==> config.mk <==
export PLATFORM = sky130hd
export DESIGN_NAME = hseq_top
export DESIGN_NICKNAME = d
export VERILOG_FILES = /design/src/design/hseq_pkg.sv /design/src/design/hseq_ramp.sv /design/src/design/hseq_top.sv
export VERILOG_INCLUDE_DIRS = /design/src /design/src/design
export SDC_FILE = /design/constraint.sdc
export NUM_CORES = 1
export LEC_CHECK = 0
export ABC_AREA = 1
export BUFFER_PORTS_ARGS = -buffer_cell sky130_fd_sc_hd__buf_2
export CORE_ASPECT_RATIO = 0.9
export CORE_UTILIZATION = 40
export DETAILED_ROUTE_END_ITERATION = 10
export GPL_TIMING_DRIVEN = 0
export PLACE_DENSITY = 0.64
export SLEW_MARGIN = 20
export SYNTH_ARGS = -nofsm -noshare
export SYNTH_HDL_FRONTEND = slang
export SYNTH_SLANG_ARGS = --single-unit
==> constraint.sdc <==
create_clock -name core_clk_in -period 3 [get_ports core_clk_in]
set_clock_uncertainty 0.2 [all_clocks]
set_input_delay 0.6 -clock core_clk_in [delete_from_list [all_inputs] [get_ports core_clk_in]]
set_output_delay 0.6 -clock core_clk_in [all_outputs]
set_load 0.02 [all_outputs]
==> src/design/hseq_defs.svh <==
`ifndef HSEQ_DEFS_SVH
`define HSEQ_DEFS_SVH
// ----------------------------------------
// Method codes
// ----------------------------------------
`define HSEQ_METHOD_MAX 6'h23
`define HSEQ_M_NONE 6'h00
`define HSEQ_M_RSV15 6'h0f
`define HSEQ_M_RSV16 6'h10
`define HSEQ_M_RSV31 6'h1f
`define HSEQ_M_RSV32 6'h20
`define HSEQ_M_IDX_NEG 6'h21
`define HSEQ_M_IDX_POS 6'h22
`define HSEQ_M_SET_POS 6'h23
`define HSEQ_M_NOIDX_OFS 6'h10
// ----------------------------------------
// Widths and profile
// ----------------------------------------
`define HSEQ_POS_W 32
`define HSEQ_SPD_W 32
`define HSEQ_ACC_W 32
`define HSEQ_TICK_DIV 16'h007d
`endif

==> src/design/hseq_pkg.sv <==
package hseq_pkg;
  typedef enum logic [3:0] {
    HSEQ_IDLE = 4'b0000,
    HSEQ_SEEK = 4'b0001,
    HSEQ_LEAVE = 4'b0010,
    HSEQ_ZERO = 4'b0011,
    HSEQ_STOP = 4'b0100,
    HSEQ_DONE = 4'b0101,
    HSEQ_ERR = 4'b0110
  } hseq_state_e;
  typedef logic [5:0] hseq_method_t;
endpackage : hseq_pkg

==> src/design/hseq_ramp.sv <==
`timescale 1ns/100ps
`include "hseq_defs.svh"
// Velocity ramp: one acceleration value for speed-up and slow-down
module hseq_ramp #(
  parameter int SPD_W = `HSEQ_SPD_W
) (
  // Clock and reset
  input wire logic core_clk_in,
  input wire logic rst_b_in,
  // Control
  input wire logic tick_in,
  input wire logic [SPD_W-1:0] target_in,
  input wire logic [SPD_W-1:0] accel_in,
  // Result
  output logic [SPD_W-1:0] speed_out,
  output logic at_zero_out
);
  logic [SPD_W-1:0] spd_q;
  logic [SPD_W-1:0] spd_d;
  wire logic up = spd_q < target_in;
  wire logic [SPD_W-1:0] gap = up ? target_in - spd_q : spd_q - target_in;
  wire logic [SPD_W-1:0] step = (gap < accel_in) ? gap : accel_in;
  // Same step size in both directions
  assign spd_d = !tick_in ? spd_q : (up ? spd_q + step : spd_q - step);
  always_ff @(posedge core_clk_in or negedge rst_b_in)
  begin
    if (!rst_b_in)
      spd_q <= '0;
    else
      spd_q <= spd_d;
  end
  assign speed_out = spd_q;
  assign at_zero_out = spd_q == '0;
  a_ramp_step: assert property (@(posedge core_clk_in) disable iff (!rst_b_in)
    tick_in |=> (spd_q - $past(spd_q) <= $past(accel_in))
             || ($past(spd_q) - spd_q <= $past(accel_in)))
    else $error("ramp step larger than acceleration");
endmodule : hseq_ramp

==> src/design/hseq_top.sv <==
`timescale 1ns/100ps
`include "hseq_defs.svh"
module hseq_top
  import hseq_pkg::*;
#(
  parameter int POS_W = `HSEQ_POS_W,
  parameter int SPD_W = `HSEQ_SPD_W,
  parameter logic [15:0] TICK_DIV = `HSEQ_TICK_DIV
) (
  // Clock and reset
  input wire logic core_clk_in,
  input wire logic rst_b_in,
  // Configuration
  input wire logic [SPD_W-1:0] switch_speed_in,
  input wire logic [SPD_W-1:0] zero_speed_in,
  input wire hseq_pkg::hseq_method_t method_in,
  input wire logic [SPD_W-1:0] accel_in,
  input wire logic [POS_W-1:0] home_pos_in,
  // Control
  input wire logic start_in,
  input wire logic pos_step_in,
  // Sensors (asynchronous pins)
  input wire logic index_in,
  input wire logic home_sw_in,
  input wire logic pos_limit_in,
  input wire logic neg_limit_in,
  // Motion and status
  output logic [SPD_W-1:0] speed_out,
  output logic dir_pos_out,
  output logic [POS_W-1:0] position_out,
  output logic busy_out,
  output logic done_out,
  output logic error_out
);
  // ----------------------------------------
  // Reset and pin synchronisers
  // ----------------------------------------
  logic [1:0] rst_sync_q;
  logic rst_b;
  logic [3:0] pin_s1_q;
  logic [3:0] pin_s2_q;
  logic [3:0] pin_s3_q;
  always_ff @(posedge core_clk_in or negedge rst_b_in)
  begin
    if (!rst_b_in)
      rst_sync_q <= 2'b00;
    else
      rst_sync_q <= {rst_sync_q[0], 1'b1};
  end
  assign rst_b = rst_sync_q[1];
  always_ff @(posedge core_clk_in or negedge rst_b)
  begin
    if (!rst_b)
    begin
      pin_s1_q <= 4'h0;
      pin_s2_q <= 4'h0;
      pin_s3_q <= 4'h0;
    end
    else
    begin
      pin_s1_q <= {neg_limit_in, pos_limit_in, home_sw_in, index_in};
      pin_s2_q <= pin_s1_q;
      pin_s3_q <= pin_s2_q;
    end
  end
  wire logic index_rise = pin_s2_q[0] & ~pin_s3_q[0];
  wire logic home_lvl = pin_s2_q[1];
  wire logic home_chg = pin_s2_q[1] ^ pin_s3_q[1];
  wire logic plim_lvl = pin_s2_q[2];
  wire logic plim_chg = pin_s2_q[2] ^ pin_s3_q[2];
  wire logic nlim_lvl = pin_s2_q[3];
  wire logic nlim_chg = pin_s2_q[3] ^ pin_s3_q[3];

  // ----------------------------------------
  // Method decode
  // ----------------------------------------
  function automatic logic is_reserved(input hseq_method_t m);
    is_reserved = (m == `HSEQ_M_NONE) || (m > `HSEQ_METHOD_MAX)
      || (m == `HSEQ_M_RSV15) || (m == `HSEQ_M_RSV16)
      || (m == `HSEQ_M_RSV31) || (m == `HSEQ_M_RSV32);
  endfunction : is_reserved
  hseq_method_t meth_q;
  // Methods 17-30 map onto 1-14 without the index
  wire logic no_index = (meth_q > `HSEQ_M_RSV16) && (meth_q < `HSEQ_M_RSV31);
  wire hseq_method_t base = no_index ? meth_q - `HSEQ_M_NOIDX_OFS : meth_q;
  wire logic grp_lim = base <= 6'h02;
  wire logic grp_home = (base >= 6'h03) && (base <= 6'h06);
  wire logic grp_full = (base >= 6'h07) && (base <= 6'h0e);
  wire logic grp_idx = (meth_q == `HSEQ_M_IDX_NEG) || (meth_q == `HSEQ_M_IDX_POS);
  wire logic grp_set = meth_q == `HSEQ_M_SET_POS;
  // Methods 3/4 use positive home switch, 5/6 mirror on negative side
  wire logic home_neg_side = (base == 6'h05) || (base == 6'h06);
  wire logic odd_home = base[0];
  // Home switch polarity: 3, 6 and 7-14 active high, 4 and 5 active low
  wire logic home_pol = (base == 6'h03) || (base == 6'h06) || grp_full;
  wire logic home_act = home_lvl ~^ home_pol;
  wire logic full_pos_lim = base <= 6'h0a;
  wire logic full_left_edge = (base == 6'h07) || (base == 6'h08) || (base == 6'h0b)
    || (base == 6'h0c);
  // Odd member takes the index on the far side of the edge
  wire logic full_index_past = base[0];
  // Only the limit becoming active reverses; its release on the way back is ignored
  wire logic full_lim_chg = full_pos_lim ? (plim_chg & plim_lvl) : (nlim_chg & nlim_lvl);

  // ----------------------------------------
  // Sequencer
  // ----------------------------------------
  hseq_state_e state_q;
  hseq_state_e state_d;
  logic dir_q;
  logic dir_d;
  logic [SPD_W-1:0] target;
  logic [SPD_W-1:0] ramp_speed;
  logic ramp_zero;
  logic [POS_W-1:0] pos_q;
  logic [15:0] div_q;
  wire logic tick = div_q == 16'h0000;
  // Start is ignored in every moving state, the final slow-down included
  wire logic active = (state_q == HSEQ_SEEK) || (state_q == HSEQ_LEAVE)
    || (state_q == HSEQ_ZERO) || (state_q == HSEQ_STOP);
  // Event ending the switch search in the current method
  wire logic seek_evt = grp_lim ? (base == 6'h01 ? nlim_chg : plim_chg)
    : grp_home ? home_chg
    : grp_full ? (home_chg | full_lim_chg)
    : index_rise;
  wire logic zero_evt = no_index ? 1'b1 : index_rise;
  // Start direction per group
  wire logic start_dir = grp_lim ? (base == 6'h02)
    : grp_home ? (home_act ^ home_neg_side ^ odd_home)
    : grp_full ? (home_act ? ~full_left_edge : full_pos_lim)
    : (meth_q == `HSEQ_M_IDX_POS);

  always_comb
  begin
    state_d = state_q;
    dir_d = dir_q;
    case (state_q)
      HSEQ_IDLE, HSEQ_DONE, HSEQ_ERR:
      begin
        if (start_in)
        begin
          if (is_reserved(method_in))
            state_d = HSEQ_ERR;
          else
            state_d = HSEQ_LEAVE;
        end
      end
      HSEQ_LEAVE:
      begin
        // One cycle to latch the method and pick a direction
        dir_d = start_dir;
        state_d = grp_set ? HSEQ_DONE : HSEQ_SEEK;
      end
      HSEQ_SEEK:
      begin
        if (seek_evt)
        begin
          if (grp_idx)
            state_d = HSEQ_STOP;
          else
          begin
            // Final approach runs back over the found edge; odd full-search members carry on past it
            dir_d = (grp_full && full_lim_chg) ? dir_q : ~dir_q;
            state_d = (grp_full && full_lim_chg) ? HSEQ_SEEK : HSEQ_ZERO;
            if (grp_full && full_lim_chg)
              dir_d = ~dir_q;
            if (grp_full && !full_lim_chg && full_index_past)
              dir_d = dir_q;
          end
        end
      end
      HSEQ_ZERO:
      begin
        if (zero_evt)
          state_d = HSEQ_STOP;
      end
      HSEQ_STOP:
      begin
        if (ramp_zero)
          state_d = HSEQ_DONE;
      end
      default:
        state_d = HSEQ_IDLE;
    endcase
  end

  // Switch search fast, zero search slow, halt otherwise
  assign target = (state_q == HSEQ_SEEK) ? (grp_idx ? zero_speed_in : switch_speed_in)
    : (state_q == HSEQ_ZERO) ? zero_speed_in : '0;

  always_ff @(posedge core_clk_in or negedge rst_b)
  begin
    if (!rst_b)
    begin
      state_q <= HSEQ_IDLE;
      dir_q <= 1'b1;
      meth_q <= 6'h00;
      div_q <= 16'h0000;
    end
    else
    begin
      state_q <= state_d;
      dir_q <= dir_d;
      div_q <= tick ? TICK_DIV : div_q - 16'h0001;
      if (start_in && !active)
        meth_q <= method_in;
    end
  end

  // Position counter: loaded with home value on completion
  always_ff @(posedge core_clk_in or negedge rst_b)
  begin
    if (!rst_b)
      pos_q <= '0;
    else if (state_d == HSEQ_DONE && state_q != HSEQ_DONE)
      pos_q <= home_pos_in;
    else if (pos_step_in)
      pos_q <= dir_q ? pos_q + 1'b1 : pos_q - 1'b1;
  end

  hseq_ramp #(
    .SPD_W(SPD_W)
  ) u_ramp (
    .core_clk_in(core_clk_in),
    .rst_b_in(rst_b),
    .tick_in(tick),
    .target_in(target),
    .accel_in(accel_in),
    .speed_out(ramp_speed),
    .at_zero_out(ramp_zero)
  );

  assign speed_out = ramp_speed;
  assign dir_pos_out = dir_q;
  assign position_out = pos_q;
  assign busy_out = state_q != HSEQ_IDLE && state_q != HSEQ_DONE && state_q != HSEQ_ERR;
  assign done_out = state_q == HSEQ_DONE;
  assign error_out = state_q == HSEQ_ERR;

  // ----------------------------------------
  // Checks
  // ----------------------------------------
  a_reserved_refused: assert property (@(posedge core_clk_in) disable iff (!rst_b)
    (!active && start_in && is_reserved(method_in)) |=> error_out && ramp_zero)
    else $error("reserved method not refused");
  a_done_loads_pos: assert property (@(posedge core_clk_in) disable iff (!rst_b)
    $rose(done_out) |-> position_out == $past(home_pos_in))
    else $error("home position not loaded");
  a_done_stopped: assert property (@(posedge core_clk_in) disable iff (!rst_b)
    done_out |-> speed_out == '0)
    else $error("motion while done");
  a_set_no_motion: assert property (@(posedge core_clk_in) disable iff (!rst_b)
    (state_q == HSEQ_LEAVE && grp_set) |=> done_out ##0 speed_out == '0)
    else $error("method 35 moved");
  a_idx_dir: assert property (@(posedge core_clk_in) disable iff (!rst_b)
    (state_q == HSEQ_LEAVE && grp_idx) |=> dir_pos_out == (meth_q == `HSEQ_M_IDX_POS))
    else $error("index method direction wrong");
  a_lim_dir: assert property (@(posedge core_clk_in) disable iff (!rst_b)
    (state_q == HSEQ_LEAVE && meth_q == 6'h01) |=> !dir_pos_out)
    else $error("method 1 not negative");
  a_lim_reverse: assert property (@(posedge core_clk_in) disable iff (!rst_b)
    (state_q == HSEQ_SEEK && grp_lim && seek_evt) |=> dir_pos_out != $past(dir_pos_out))
    else $error("no reversal on limit");
  a_zero_index: assert property (@(posedge core_clk_in) disable iff (!rst_b)
    (state_q == HSEQ_ZERO && no_index) |=> state_q == HSEQ_STOP)
    else $error("index used without index");
  a_busy_ignored: assert property (@(posedge core_clk_in) disable iff (!rst_b)
    (active && start_in) |=> $stable(meth_q))
    else $error("start taken while busy");
  a_full_lim_rev: assert property (@(posedge core_clk_in) disable iff (!rst_b)
    (state_q == HSEQ_SEEK && grp_full && full_lim_chg)
      |=> state_q == HSEQ_SEEK && dir_pos_out != $past(dir_pos_out))
    else $error("limit did not reverse search");
  a_error_still: assert property (@(posedge core_clk_in) disable iff (!rst_b)
    error_out |-> speed_out == '0 && !busy_out)
    else $error("motion after refused start");
  c_full_lim: cover property (@(posedge core_clk_in)
    state_q == HSEQ_SEEK && grp_full && full_lim_chg);
  c_done: cover property (@(posedge core_clk_in) $rose(done_out));
  c_error: cover property (@(posedge core_clk_in) $rose(error_out));
  c_zero: cover property (@(posedge core_clk_in) state_q == HSEQ_ZERO);
endmodule : hseq_top

==> results.md, run 1 <==
- DIE HEIGHT: 192.1 um
- Slowest CP cell: nor2_4
- CTS Buffer Depth: 2
- Status: finished with violations
- Maxcap violations: 0
- Flip-flop and latch area: 2636 sq um
- Slew Viols, Final: 0
- DR WL/cell: 17.81 um
- Synth Instances: 2705
- Clk_lat worst skew: 0.38 ns
- Final setup fails: 64
- First-pass GRT wire length: 98110 um
- Share of cells above drive strength 1: 30.64%
- Cell with the most instances after synthesis: nand2_1
- Initial antenna violation count: 3
- Setup Crit Path Kind: reg2reg
- Routability congestion estimate: 0.9953
- Least-Margin Pin Slew: 0.8992 ns
- P&R area growth vs syn: 40.80%
- CP Launch Point: state_q[2]$_DFF_PN0_
- Setup slack after layout: -5.117 ns
- Post-DP HPWL: 49830 um
- DIE AREA: 40980 sq um
- Die X: 213.3 um
- Cell area after layout: 22620 sq um
- H-tree depth: 3
- Post-synth top cells: nand2_1 (878), inv_1 (496), nand3_1 (194)
- R2R depth: 53
- Failing checks: negative setup slack
- Clock transition at path regs: 0.09 ns
- CTS Buf Count: 9
- Port bufs: 209
- Main synth FF type: dfrtp_1
- Core ar.: 39540 sq um
- Inst Count DP: 3448
- Via count: 19182
- Worst Setup EP: u_ramp.speed_out[31]$_DFFE_PN0P_
- Final Cycle Share: 270.6%
- Worst r2r dst: u_ramp.speed_out[31]$_DFFE_PN0P_
- Synth top area cells: nand2_1 (21%), dfrtp_1 (16%), ha_1 (13%)
- Pre-Repair DR Iteration Count: 5
- Antenna Nets Post-Route: 0
- Total Routed Length: 64790 um
- Post-synth EDFFs: 0
- Area leader, netlist: nand2_1
- Vias in the first global route: 18445
- FF-to-FF setup slack: -5.12 ns
- Cell variety after synth: 56
- Buf/Inv on CP: 17
- Crit-path max FO: 8
- Syn Nets: 3012
- Yosys top cell area share: 20.51%
- Fillers: 3897
- Top delay family on crit path: simple AND/OR/NAND/NOR gates
- Worst setup EP type: flip-flop
- Unrepaired setup endpoints after global routing: true
- FMAX: 123.2 MHz
- Reg2Reg Launch Point: state_q[2]$_DFF_PN0_
- Total GRT Usage: 31.05%
- Area of the multi-input gates: 13860 sq um
- Max-slew headroom at the worst pin: 39.73%
- Row cnt: 69
- Startpoint type of the worst setup path: flip-flop
- Starting Density: 40.64%
- CTS Root Buffer Type: clkbuf_16
- Nets: 3406
- I/O Pins: 210
- DP Area: 18480 sq um
- WP depth: 53
- Drt via density: 5.273
- Clock Sinks: 105
- Yosys Warn Count: 0
- Seq/Total Area, Yosys: 16.36%
- DRT iter0 DRCs: 1672
- Worst Hold Class: reg2async
- CP max stage delay: 0.49 ns
- Synth async-reset ratio: 100.0%
- TritonCTS clock tree: yes
- Mapped Area: 16070 sq um
- Data arrival, critical path: 8.19 ns
- Worst hold margin: 0.05618 ns
- Final Hold Viols: 0
- Worst Path Required: 3.08 ns
- GRT overflow: 0
- FF+latch count, synth: 105
- DR DRC count: 0
- Avg Synthesized Cell Area: 5.940 sq um
- Final std cells w/o fill: 3638
- Min Tclk post-route: 8.117 ns
- Pin count of the biggest net entering global routing: 40
## flip-flops by register name (all words and copies together) (netlist names), 2 cells and up
register	flops
pin_s2_q	4
u_ramp.speed_out	32
pin_s3_q	4
pin_s1_q	4
div_q	16
position_out	32
meth_q	6
rst_sync_q	2
state_q	4
## cell families (layout without fill, tap and decap cells)
kind of cell	count (synthesis)	after routing	synth area share, %
buf+inv	554	953	13.63
compound gates	346	346	12.39
xor+xnor	117	117	6.424
flops	105	105	16.36
simple gates	1416	1416	38.11
fa+ha+maj	165	165	13.04
other cells	2	4	0.04674
## cells in the final DEF, fill, tap and decap left out, types with 29 or more instances in the layout
cell     Yosys  routed
a21oi_1    136      92
a21oi_2      0      35
buf_2       16     213
buf_4        5     134
buf_6        6      32
dfrtp_1    104     100
ha_1       161      99
ha_4         0      58
inv_1      496     456
inv_2        8      42
nand2_1    878     781
nand2_2     28      98
nand3_1    194     170
nand3_2     22      40
nand4_1     45      45
nor2_1     171     131
nor2_2      13      29
nor2_4       6      30
o21ai_0    104      48
o21ai_1     11      47
xnor2_1     42      32
xor2_1      74      66
## per-stage QoR
stage / utilization, % / setup TNS [ns] / worst slack (ns)
2_1_floorplan: - / -127.35 / -4.300
3_3_place_gp: 46.61 / -200.23 / -6.371
3_5_place_dp: 46.73 / -202.09 / -6.390
4_1_cts: 54.22 / -137.55 / -4.787
5_1_grt: 57.22 / -163.23 / -5.383
6_report: 57.22 / -149.09 / -5.117
## layer usage
layer	share of wire, %	GRT usage [%]	up-vias	wire length, um
met1	45	41.56	9051	29090
met3	6.3	3.810	120	4100
li1	-	-	9361	-
met4	3.6	11.57	2	2343
met5	0.026	0	-	17
met2	45	50.88	648	29240
## worst min path at each step
stage,from,endpoint,slack (ns),cells after the start
3_5_place_dp,rst_sync_q[1]$_DFF_PN0_,position_out[1]$_DFFE_PN0P_,0.07,0
3_3_place_gp,rst_sync_q[0]$_DFF_PN0_,rst_sync_q[1]$_DFF_PN0_,0.13,0
2_1_floorplan,rst_b_in,rst_sync_q[0]$_DFF_PN0_,0.10,0
4_1_cts,rst_sync_q[1]$_DFF_PN0_,position_out[1]$_DFFE_PN0P_,0.08,0
5_1_grt,rst_sync_q[1]$_DFF_PN0_,position_out[1]$_DFFE_PN0P_,0.10,0
6_report,rst_sync_q[1]$_DFF_PN0_,position_out[1]$_DFFE_PN0P_,0.06,0
## repair_timing
action	4_1_cts	5_1_grt
endpoints found under the setup margin	64	65
setup buffers	128	39
hold buffers	1	0
pin swaps	149	80
gates cloned	6	5
endpoints found under the hold margin	2	0
gates resized for setup	372	185
## worst reg2reg max path, delay by kind of cell (launching register included)
kind | cells | cell delay (ns)
compound gates | 6 | 0.75
xor+xnor | 1 | 0.20
fa+ha+maj | 3 | 0.84
buf+inv | 17 | 2.05
flops | 1 | 0.40
simple gates | 26 | 3.55
## area by class of cell
type / instances / share of cell area, %
antenna: 2 / 0.02212
buffer: 44 / 2.201
clock buffer: 10 / 1.056
clock inverter: 6 / 0.2931
inverter: 507 / 8.511
multi-input combinational: 2046 / 61.25
sequential: 105 / 11.65
tap: 532 / 2.942
timing repair buffer: 385 / 12.03
timing repair inverter: 1 / 0.03318
Power of run 1 is left out: the tool's default activity adds up to more than one toggle a clock period on the data nets, which glitch-free logic cannot reach.
==> inputs of run 2 (changes only) <==
PLACE_DENSITY = 0.62   (was 0.64)
clock period = 9.1 ns   (was 3 ns; I/O delays follow)
==> results.md, run 2 (synthesis gave the netlist of run 1 again) <==
- Core ar.: 39540 sq um
- Initial antenna violation count: 2
- GRT overflow: 0
- Die X: 213.3 um
- Most frequent cells in the layout: nand2_1 (873), inv_1 (486), buf_2 (220)
- Nets: 3260
- Crit-path max FO: 10
- Slowest CP cell: a21oi_4
- Data arrival, critical path: 8.82 ns
- Fillers: 4327
- Met2 usage: 48.42%
- Pin count of the biggest net entering global routing: 50
- Share of cells above drive strength 1: 15.86%
- Area of the multi-input gates: 11690 sq um
- Worst setup EP type: flip-flop
- Starting Density: 40.64%
- Port bufs: 209
- Min Tclk post-route: 8.732 ns
- CTS Root Buffer Type: clkbuf_16
- Clock transition at path regs: 0.08 ns
- CP max stage delay: 0.32 ns
- Clock Sinks: 105
- Maxcap violations: 0
- Leading cell type in the layout, fill and taps excluded: nand2_1
- Vias in the first global route: 16917
- Worst Hold Class: reg2async
- Top Usage Layer GRT: met2
- Total Routed Length: 60620 um
- Antenna Nets Post-Route: 0
- Row cnt: 69
- Final std cells w/o fill: 3492
- TritonCTS clock tree: yes
- Inst Count DP: 3448
- Cts hold-fix bufs: 0
- Drt via density: 5.163
- Flip-flop and latch area: 2634 sq um
- I/O Pins: 210
- FMAX: 114.5 MHz
- Unrepaired setup endpoints after global routing: true
- Clk_lat worst skew: 0.40 ns
- Total GRT Usage: 29.64%
- Final Hold Viols: 0
- H-tree depth: 3
- Pre-Repair DR Iteration Count: 7
- First-pass GRT wire length: 92200 um
- DRT iter0 DRCs: 1248
- DR DRC count: 0
- CTS Buffer Depth: 2
- Via count: 18029
- P&R area growth vs syn: 17.74%
- DR WL/cell: 17.36 um
- Post-DP HPWL: 51310 um
- DIE AREA: 40980 sq um
- DIE HEIGHT: 192.1 um
- Cell area after layout: 18920 sq um
- GR met3 Demand/Resource: 3.417%
- Least-Margin Pin Slew: 0.7855 ns
- Status: complete, no violations
- CP dominant cell by count: nand2_1
- Startpoint type of the worst setup path: primary input
- Worst Path Required: 9.19 ns
- Final Cycle Share: 95.95%
- Final setup fails: 0
- Max-slew headroom at the worst pin: 47.44%
- Met1 Track Usage GR: 41.00%
- CTS Buf Count: 9
- Setup Crit Path Kind: in2reg
- Routability congestion estimate: 0.9511
- Slew Viols, Final: 0
- DP Area: 17840 sq um
==> run 2: cell count changes in the layout (fill, tap and decap cells not counted), moves of 49 or more <==
cell,before,now
buf_4,134,32
ha_1,99,148
ha_4,58,6
nand2_1,781,873
nand2_2,98,33
o21ai_0,48,98
==> run 2: area by class of cell <==
class | instances | share of cell area, %
multi-input cells | 2046 | 61.81
flip-flops and latches | 105 | 13.92
inverters | 507 | 10.13
repair buffers | 238 | 6.918
well taps | 532 | 3.519
plain buffers | 46 | 1.964
clock buffers | 9 | 1.190
clock inverters | 7 | 0.5225
diodes | 2 | 0.02646
==> run 2: repair_timing <==
action                                 CTS  global route
gates cloned                             0             0
pin swaps                                3            15
setup endpoints to repair               28            22
endpoints found under the hold margin    0             0
setup buffers                            4            23
gates resized for setup                 58            84
==> run 2: path summary, 6_finish.rpt <==
| kind | startpoint | to | slack (ns) | cells after the start |
|---|---|---|---|---|
| worst max-delay path | zero_speed_in[21] | u_ramp.speed_out[31]$_DFFE_PN0P_ | 0.37 | 53 |
| worst min-delay path | rst_sync_q[1]$_DFF_PN0_ | position_out[24]$_DFFE_PN0P_ | 0.05 | 0 |
| worst max register to register | state_q[2]$_DFF_PN0_ | u_ramp.speed_out[31]$_DFFE_PN0P_ | 0.42 | 59 |
| worst min register to register | rst_sync_q[1]$_DFF_PN0_ | position_out[24]$_DFFE_PN0P_ | 0.05 | 0 |
| max in group asynchronous | rst_b_in | rst_sync_q[1]$_DFF_PN0_ | 7.60 | 1 |
| min in group core_clk_in | pin_s1_q[3]$_DFF_PN0_ | pin_s2_q[3]$_DFF_PN0_ | 0.16 | 0 |
==> run 2: per-stage QoR <==
stage / hold slack (ns) / setup slack (ns) / util [%] / TNS, ns
4_1_cts: 0.06148 / -0.02306 / 46.57 / -0.02306
2_1_floorplan: 0.1312 / 0.6953 / - / 0
6_report: 0.04742 / 0.3684 / 47.85 / 0
3_5_place_dp: 0.05511 / -2.128 / 45.11 / -37.15
3_3_place_gp: 0.1355 / -2.037 / 44.97 / -34.38
5_1_grt: 0.08029 / -0.1127 / 47.85 / -0.3198
==> run 2: critical path, delay by kind of cell <==
family | cells | cell delay (ns)
AOI/OAI and AO/OA | 11 | 2.09
adders and majority gates | 3 | 0.88
buffers and inverters | 14 | 1.51
and+or+nand+nor | 25 | 2.49
==> run 2: per-layer routing <==
metal	vias up	wire length, um
met1	8406	28640
met4	0	1403
li1	9066	-
met2	489	27430
met3	68	3141
met5	-	0
Power of run 2 is left out for the same reason.
